<file path="src/asis_pkg.sv">
// Shared constants and types for the sensor-slave fieldbus link
package asis_pkg;
  // Link field widths
  localparam int ASIS_ADDR_W = 5;
  localparam int ASIS_DATA_W = 4;
  localparam int ASIS_GROUP_W = 4;
  // Address that every slave leaves the factory with
  localparam logic [4:0] ASIS_FACTORY_ADDR = 5'h00;
  // Highest address a master may hand out
  localparam logic [4:0] ASIS_MAX_ADDR = 5'h1f;
  // Port selector: shared line, or one of the two programming ports
  localparam logic [1:0] ASIS_PORT_LINE = 2'h0;
  localparam logic [1:0] ASIS_PORT_PROG_FIRST = 2'h1;
  localparam logic [1:0] ASIS_PORT_PROG_SECOND = 2'h2;
  // Commands carried by a link request
  typedef enum logic {ASIS_CMD_XCHG, ASIS_CMD_ASSIGN} asis_cmd_e;
  // Register offsets of the master's APB slave
  localparam logic [11:0] ASIS_CTRL_OFS = 12'h000;
  localparam logic [11:0] ASIS_STAT_OFS = 12'h004;
  // Control word fields
  localparam int ASIS_CTRL_ADDR_LSB = 0;
  localparam int ASIS_CTRL_NEW_LSB = 8;
  localparam int ASIS_CTRL_PORT_LSB = 16;
  localparam int ASIS_CTRL_CMD_BIT = 20;
  // Status word fields
  localparam int ASIS_STAT_BUSY_BIT = 0;
  localparam int ASIS_STAT_DONE_BIT = 1;
  localparam int ASIS_STAT_NOREPLY_BIT = 2;
  localparam int ASIS_STAT_REFUSED_BIT = 3;
  localparam int ASIS_STAT_DATA_LSB = 8;
  // Reply timeout
  localparam int ASIS_CLK_PERIOD_NS = 4;
  localparam int ASIS_REPLY_TIMEOUT_NS = 64;
  localparam int ASIS_REPLY_TIMEOUT_CYC = ASIS_REPLY_TIMEOUT_NS / ASIS_CLK_PERIOD_NS;
endpackage

</file>
<file path="src/asis_link_if.sv">
// Logic-level fieldbus link between master and sensor slave device
interface asis_link_if (
  input wire logic pclk,
  input wire logic presetn
);
  import asis_pkg::*;
  logic req_valid;
  logic [ASIS_ADDR_W-1:0] req_addr;
  asis_cmd_e req_cmd;
  logic [ASIS_ADDR_W-1:0] req_data;
  logic [1:0] port_sel;
  logic rsp_valid;
  logic [ASIS_DATA_W-1:0] rsp_data;
  modport slave (
    input req_valid,
    input req_addr,
    input req_cmd,
    input req_data,
    input port_sel,
    output rsp_valid,
    output rsp_data
  );
  modport master (
    output req_valid,
    output req_addr,
    output req_cmd,
    output req_data,
    output port_sel,
    input rsp_valid,
    input rsp_data
  );
endinterface

</file>
<file path="src/asis_bus_master.sv">
// Fieldbus master end: APB-programmed command engine driving the link
module asis_bus_master (
  input wire logic pclk,
  input wire logic presetn,
  input wire logic [11:0] paddr,
  input wire logic psel,
  input wire logic penable,
  input wire logic pwrite,
  input wire logic [31:0] pwdata,
  output logic [31:0] prdata,
  output logic pready,
  output logic pslverr,
  asis_link_if.master link
);
  import asis_pkg::*;

  typedef enum logic {ASIS_ST_IDLE, ASIS_ST_WAIT} asis_mst_e;

  typedef struct packed {
    asis_mst_e state;
    logic req_valid;
    logic [ASIS_ADDR_W-1:0] req_addr;
    asis_cmd_e req_cmd;
    logic [ASIS_ADDR_W-1:0] req_data;
    logic [1:0] port_sel;
    logic [7:0] timer;
    logic done;
    logic noreply;
    logic refused;
    logic [ASIS_DATA_W-1:0] rsp_data;
    logic [31:0] prdata;
  } asis_mst_s;

  asis_mst_s m_r;
  asis_mst_s m_nxt;
  logic wr_ctrl;
  logic mapped;
  logic [31:0] stat_word;
  logic [31:0] ctrl_word;

  ////////////////////////////////////////////////////////////////////////////
  // Bus decode and register views
  assign mapped = (paddr == ASIS_CTRL_OFS) || (paddr == ASIS_STAT_OFS);
  assign wr_ctrl = psel && penable && pwrite && (paddr == ASIS_CTRL_OFS);
  always_comb begin
    stat_word = 32'h0000_0000;
    stat_word[ASIS_STAT_BUSY_BIT] = (m_r.state == ASIS_ST_WAIT);
    stat_word[ASIS_STAT_DONE_BIT] = m_r.done;
    stat_word[ASIS_STAT_NOREPLY_BIT] = m_r.noreply;
    stat_word[ASIS_STAT_REFUSED_BIT] = m_r.refused;
    stat_word[ASIS_STAT_DATA_LSB +: ASIS_DATA_W] = m_r.rsp_data;
    ctrl_word = 32'h0000_0000;
    ctrl_word[ASIS_CTRL_ADDR_LSB +: ASIS_ADDR_W] = m_r.req_addr;
    ctrl_word[ASIS_CTRL_NEW_LSB +: ASIS_ADDR_W] = m_r.req_data;
    ctrl_word[ASIS_CTRL_PORT_LSB +: 2] = m_r.port_sel;
    ctrl_word[ASIS_CTRL_CMD_BIT] = (m_r.req_cmd == ASIS_CMD_ASSIGN);
  end

  ////////////////////////////////////////////////////////////////////////////
  // Command engine: one request, then wait for reply or timeout
  always_comb begin
    m_nxt = m_r;
    m_nxt.req_valid = 1'b0;
    // Read data captured in setup so the access phase needs no wait state
    if (psel && !penable && !pwrite) begin
      m_nxt.prdata = (paddr == ASIS_STAT_OFS) ? stat_word :
                     (paddr == ASIS_CTRL_OFS) ? ctrl_word : 32'h0000_0000;
    end
    unique case (m_r.state)
      ASIS_ST_IDLE: begin
        if (wr_ctrl) begin
          if (pwdata[ASIS_CTRL_CMD_BIT] &&
              pwdata[ASIS_CTRL_NEW_LSB +: ASIS_ADDR_W] == ASIS_FACTORY_ADDR) begin
            // Zero is the unassigned address, never handed out
            m_nxt.refused = 1'b1;
          end else begin
            m_nxt.req_valid = 1'b1;
            m_nxt.req_addr = pwdata[ASIS_CTRL_ADDR_LSB +: ASIS_ADDR_W];
            m_nxt.req_data = pwdata[ASIS_CTRL_NEW_LSB +: ASIS_ADDR_W];
            m_nxt.port_sel = pwdata[ASIS_CTRL_PORT_LSB +: 2];
            m_nxt.req_cmd = pwdata[ASIS_CTRL_CMD_BIT] ? ASIS_CMD_ASSIGN : ASIS_CMD_XCHG;
            m_nxt.timer = 8'(ASIS_REPLY_TIMEOUT_CYC);
            m_nxt.done = 1'b0;
            m_nxt.noreply = 1'b0;
            m_nxt.refused = 1'b0;
            m_nxt.state = ASIS_ST_WAIT;
          end
        end
      end
      ASIS_ST_WAIT: begin
        // Commands written while busy are dropped and flagged
        if (wr_ctrl) begin
          m_nxt.refused = 1'b1;
        end
        if (link.rsp_valid) begin
          m_nxt.rsp_data = link.rsp_data;
          m_nxt.done = 1'b1;
          m_nxt.state = ASIS_ST_IDLE;
        end else if (m_r.timer == 8'h00) begin
          m_nxt.noreply = 1'b1;
          m_nxt.done = 1'b1;
          m_nxt.state = ASIS_ST_IDLE;
        end else begin
          m_nxt.timer = m_r.timer - 8'h01;
        end
      end
    endcase
  end

  ////////////////////////////////////////////////////////////////////////////
  // State register
  always_ff @(posedge pclk or negedge presetn) begin
    if (!presetn) begin
      m_r <= '0;
    end else begin
      m_r <= m_nxt;
    end
  end

  ////////////////////////////////////////////////////////////////////////////
  // Outputs
  assign prdata = m_r.prdata;
  assign pready = 1'b1;
  assign pslverr = psel && penable && !mapped; // Unmapped access flagged
  assign link.req_valid = m_r.req_valid;
  assign link.req_addr = m_r.req_addr;
  assign link.req_cmd = m_r.req_cmd;
  assign link.req_data = m_r.req_data;
  assign link.port_sel = m_r.port_sel;
endmodule

</file>
<file path="src/flat_wrapper.sv">
// flat-port wrapper written by rule: the top's interface ports become plain ports
module asis_bus_master_flat import asis_pkg::*;
  (pclk, presetn, paddr, psel, penable, pwrite, pwdata, prdata, pready, pslverr, link_req_valid, link_req_addr, link_req_cmd, link_req_data, link_port_sel, link_rsp_valid, link_rsp_data);
  asis_link_if link_i (.pclk(pclk), .presetn(presetn));
  input wire logic pclk;
  input wire logic presetn;
  input wire logic [11:0] paddr;
  input wire logic psel;
  input wire logic penable;
  input wire logic pwrite;
  input wire logic [31:0] pwdata;
  output logic [31:0] prdata;
  output logic pready;
  output logic pslverr;
  output wire logic [$bits(link_i.req_valid)-1:0] link_req_valid;
  output wire logic [$bits(link_i.req_addr)-1:0] link_req_addr;
  output wire logic [$bits(link_i.req_cmd)-1:0] link_req_cmd;
  output wire logic [$bits(link_i.req_data)-1:0] link_req_data;
  output wire logic [$bits(link_i.port_sel)-1:0] link_port_sel;
  input wire logic [$bits(link_i.rsp_valid)-1:0] link_rsp_valid;
  input wire logic [$bits(link_i.rsp_data)-1:0] link_rsp_data;
  assign link_req_valid = link_i.req_valid;
  assign link_req_addr = link_i.req_addr;
  assign link_req_cmd = link_i.req_cmd;
  assign link_req_data = link_i.req_data;
  assign link_port_sel = link_i.port_sel;
  assign link_i.rsp_valid = link_rsp_valid;
  assign link_i.rsp_data = link_rsp_data;
  asis_bus_master u_core (.pclk(pclk), .presetn(presetn), .paddr(paddr), .psel(psel), .penable(penable), .pwrite(pwrite), .pwdata(pwdata), .prdata(prdata), .pready(pready), .pslverr(pslverr), .link(link_i));
endmodule
</file>
<file path="config.mk">
export PLATFORM = sky130hd
export DESIGN_NAME = asis_bus_master_flat
export DESIGN_NICKNAME = d
export VERILOG_FILES = /design/src/asis_pkg.sv /design/src/asis_link_if.sv /design/src/asis_bus_master.sv /design/src/flat_wrapper.sv
export SDC_FILE = /design/constraint.sdc
export NUM_CORES = 1
export LEC_CHECK = 0
export ABC_AREA = 1
export BUFFER_PORTS_ARGS = -buffer_cell sky130_fd_sc_hd__buf_2
export CORE_MARGIN = 4
export CORE_UTILIZATION = 50
export DETAILED_ROUTE_END_ITERATION = 10
export GPL_ROUTABILITY_DRIVEN = 0
export PLACE_DENSITY = 0.83
export SLEW_MARGIN = 20
export SYNTH_ARGS = -nofsm -noshare
export SYNTH_HDL_FRONTEND = slang
export SYNTH_SLANG_ARGS = --single-unit
</file>
<file path="constraint.sdc">
create_clock -name pclk -period 3.7 [get_ports pclk]
set_input_delay 0.37 -clock pclk [delete_from_list [all_inputs] [get_ports pclk]]
set_output_delay 0.37 -clock pclk [all_outputs]
set_load 0.01 [all_outputs]
</file>
* Yosys cells after proc, flatten, opt, wreduce, memory -nomap -nowiden *
Index checks and enable logic that the tools add are counted.

word-level totals
  bits in registers = 62
  output and inout port bits = 48
  input port bits = 54
  logic and storage cells = 60

cells by class
  multiplexer cells = 17
  bitwise logic cells = 2
  $add $sub $neg = 1
  equality and inequality tests = 8
  reductions and logical operators = 20

operator list
  cell                 count
  $mux 32              1
  $mux 26              1
  $mux 25              1
  $pmux 11 s2          1
  $mux 21              1
  $mux 8               2
  $mux 14              1
  $eq 12x3->1 const B  1
  $logic_not 12->1     1
  $ne 2x2->1 const B   5
  $logic_not 8->1      1
  $reduce_and 4->1     2
  $sub 8x1->8 const B  1
  $logic_and 1x1->1    7
  $mux 1               7
  $reduce_and 3->1     2
  $logic_not 5->1      1
  $reduce_and 2->1     2
  $logic_not 1->1      3
  $ne 3x3->1 const B   1
  $mux 2               1
  $ne 2x1->1 const B   1
  $not 1->1            2
  $pmux 1 s2           1
  $logic_or 1x1->1     1

* Logic depth before layout (Yosys ltp) *
  depth after elaboration = 5
  depth in mapped cells = 8
  gate-level depth less buffers = 8

* Least setup slack after synthesis *
No wires, ideal clock.

  path kind = input-to-reg
  start point = input port paddr[11]
  end point = register u_core.m_r (netlist bit u_core.link.port_sel[0])
  path buffers = 1
  stages = 7
  required time = 3.574 ns
  library setup time = 0.126 ns
  arrival = 1.255 ns
  setup slack = 2.319 ns
  cell sequence = nor2_1 > nand2_2 > nor2_8 > nand3_4 > nor2_4 > buf_6 > o21ai_0

between the ends
  cells in the longest elaborated chain, start to end = 3

RTL lines
  what                               line                    source
  from (decl)                        flat_wrapper.sv:7       input wire logic [11:0] paddr;
  $logic_not 12->1                   asis_bus_master.sv:44   assign wr_ctrl = psel && penable && pwrite && (paddr == ASIS_CTRL_OFS);
  $logic_and 1x1->1                  asis_bus_master.sv:44
  $reduce_and 3->1 (no source line)  -
  to (signal assigned)               asis_bus_master.sv:116  m_r <= m_nxt;
  to (decl)                          asis_bus_master.sv:34   asis_mst_s m_r;

Every way passes these cells.
A chain may end at the register's enable or synchronous reset.

* Final worst setup path *
  start point = register u_core.m_r[61] (netlist name)
  end point = register u_core.m_r (netlist bit u_core.link.req_data[3])

between the ends
  cells in the longest elaborated chain, start to end = 2

RTL lines
  what
  $not 1->1 (no source line)
  $reduce_and 3->1 (no source line)

Every way passes these cells.

==> summary.md <==
| Metric | Value |
|---|---|
| Total of max-cap violations | `0` |
| Cts bufs inserted | `5` |
| Crit-path cells | `inv_1, nand2_1, nor2_4, nand2_1, o21ai_0` |
| # IOs | `102` |
| P_leak | `1.58 nW` |
| Mapped Cells | `305` |
| Crit path launch type | `flop` |
| Arrival @ worst endpoint | `1.87 ns` |
| DR WL/cell | `12.0 µm` |
| PwrDens | `311 nW/µm²` |
| CTS Sinks | `43` |
| Final setup violation count | `0` |
| Detail Route Antenna Nets | `0` |
| Max Clock Freq | `606 MHz` |
| Status | `finished clean` |
| Setup Skew | `0.00578 ns` |
| Final Cycle Share | `44.6%` |
| CTS tree | `built` |
| Max stage delay on crit path | `0.55 ns` |
| Xor/xnor share of the synthesized area | `1.08%` |
| Num rows | `25` |
| Final Max Slew Viols | `0` |
| Sequential-to-total area share from yosys stat | `44.1%` |
| Post-detail-place hpwl | `3770 µm` |
| PortBufs | `62` |
| Worst setup margin | `2.05 ns` |
| First-pass GRT wire length | `8250 µm` |
| Largest net degree at the start of global routing | `44` |
| Iteration-0 DRC Markers | `117` |
| Compound-Gate Fraction of Synth Area | `6.56%` |
| Layout area overhead | `7.33%` |
| Simple-gate area share of the yosys netlist | `28.0%` |
| Synth cell types | `24` |
| CP top delay family | `simple AND/OR/NAND/NOR gates` |
| Maximum VDD drop | `0.165 mV` |
| Synth Cell Area | `2440 µm²` |
| Total power | `0.000815 W` |
| Worst-Margin Slew | `0.947 ns` |
| Hold Vio Cnt, Final | `0` |
| Filler Cell Count | `459` |
| Crit Path Max Fanout | `25` |
| Synth warnings | `0` |
| Post-cts resize count | `0` |
| RSZ-0062 raised after global routing | `no` |
| Most common cell on crit path | `nand2_1` |
| Pre-antenna DRT Iters | `4` |
| DIE AREA | `6060 µm²` |
| Place WS | `1.84 ns` |
| Crit path depth | `5` |
| Clock-pin transition on the worst setup and hold timing paths | `0.08 ns` |
| Post-cts hold buffer count | `0` |
| Vias per inst | `4.67` |
| Post-CTS setup buffers | `0` |
| Vert. Die Dim | `77.9 µm` |
| Core Area | `4720 µm²` |
| Share of cells above drive strength 1 | `24.1%` |
| WP buf/inv | `1` |
| Proportion of synthesized area in mux cells | `0%` |
| Ant diodes | `0` |
| Initial antenna violation count | `0` |
| Critical path type | `flop to flop` |
| Slew headroom | `36.9%` |
| R2r worst-path depth | `5` |
| Nets | `400` |
| Setup TNS Final | `0 ns` |
| Slowest cell on crit path | `nor2_4` |
| Worst-Skew Late Latency | `0.30 ns` |
| Worst hold slack | `0.215 ns` |
| Post-synthesis adder-cell area fraction | `1.03%` |
| Avg Cell Area, Syn | `8.00 µm²` |
| Final WL | `4940 µm` |
| Vias in the first global route | `1936` |
| Total track usage | `17.1%` |
| Final min period | `1.65 ns` |
| Clock root buffer | `clkbuf_8` |
| Total number of vias | `1922` |
| DRC | `0` |
| Type of the worst min-delay path | `primary input to asynchronous set/reset pin` |
| Largest family of logic cells by synthesized area | `simple AND/OR/NAND/NOR gates` |
| Initial core utilization | `51.7%` |
| CP required | `3.92 ns` |
| #FFs+latches synth | `43` |
| CTS H-Tree Depth | `2` |
| Setup crit end kind | `flop` |
| Clock buffer depth | `2` |
| Chip width | `77.9 µm` |
| Grt total ovfl | `0` |
-- cell families (layout without fill, tap and decap cells) --
| logic type | count (synthesis) | after routing |
|---|---|---|
| AOI/OAI and AO/OA | 27 | 27 |
| xor gates and xnor gates | 3 | 3 |
| adders and majority gates | 2 | 2 |
| buffers and inverters | 74 | 96 |
| DFF | 43 | 43 |
| other | 2 | 20 |
| and+or+nand+nor | 154 | 154 |
-- sequential cells by signal, indices dropped and copies added, names as in the netlist --
name	cells
u_core.link.req_data	5
u_core.link.req_valid	1
u_core.prdata	13
u_core.link.req_addr	5
u_core.link.req_cmd	1
u_core.m_r	16
u_core.link.port_sel	2
-- placed cells by master, fill, tap and decap left out, types with 2 or more instances in the layout --
cell type and instances:
nand2_1 101, buf_2 62, dfrtp_1 43, inv_1 26, nand3_1 21, conb_1 20, nor2_1 18, o21ai_0 14
nand2_2 5, o31ai_1 5, clkbuf_8 5, a21oi_1 4, xor2_1 3, nor2_8 2, nand4_1 2, o21ai_2 2
or2_2 2, ha_1 2, clkbuf_1 2
-- Yosys cell counts, drive strengths merged --
library cell / number / area [µm²]
a21oi: 5 / 28.8
a31oi: 1 / 6.26
buf: 47 / 360
clkbuf: 1 / 3.75
conb: 2 / 7.51
dfrtp: 43 / 1080
ha: 2 / 25.0
inv: 26 / 97.6
nand2: 106 / 410
nand3: 22 / 123
nand4: 2 / 12.5
nor2: 22 / 125
o21ai: 16 / 87.6
o31ai: 5 / 37.5
or2: 2 / 12.5
xor2: 3 / 26.3
-- path summary, 6_finish.rpt --
| path | start | to | slack, ns |
|---|---|---|---|
| max | u_core.m_r[61] | u_core.link.req_data[3] | 2.05 |
| max reg2reg | u_core.m_r[61] | u_core.link.req_data[3] | 2.05 |
| min in group pclk | link_rsp_data[3] | u_core.m_r[35] | 0.27 |
| max in group asynchronous | presetn | u_core.prdata[9] | 2.89 |
| min reg2reg | u_core.prdata[4] | u_core.prdata[4] | 0.48 |
| min | presetn | u_core.m_r[32] | 0.22 |
-- per-stage QoR --
step / cells / utilization, % / instance area, µm²
final: 412 / 55.4 / 2620
after global routing: 412 / 55.4 / 2620
after CTS: 412 / 55.4 / 2620
after detailed placement: 404 / 53.7 / 2540
after global placement: 404 / 53.7 / 2540
after floorplan: 323 / - / 2510
-- report_power, final --
group	internal, W	switching, W
Sequential	0.000470	0.000000654
Combinational	0.0000169	0.0000372
Clock	0.000133	0.000157
Total	0.000620	0.000195
-- layer usage --
metal | track usage [%] | wire length [µm] | vias up
met5 | 0 | 0 | -
met4 | 8.90 | 89 | 0
met3 | 5.22 | 288 | 9
met2 | 28.9 | 2500 | 60
met1 | 19.4 | 2070 | 885
li1 | - | - | 968
-- final cells by class --
cell class | count | area, µm² | share of cell area, %
Sequential cell | 43 | 1080 | 41.1
Multi-Input combinational cell | 206 | 970 | 37.0
Timing Repair Buffer | 62 | 310 | 11.8
Inverter | 26 | 97.6 | 3.73
Tap cell | 67 | 83.8 | 3.20
Clock buffer | 7 | 76.3 | 2.91
Clock inverter | 1 | 5.00 | 0.191
(Power assumes the default switching activity.)
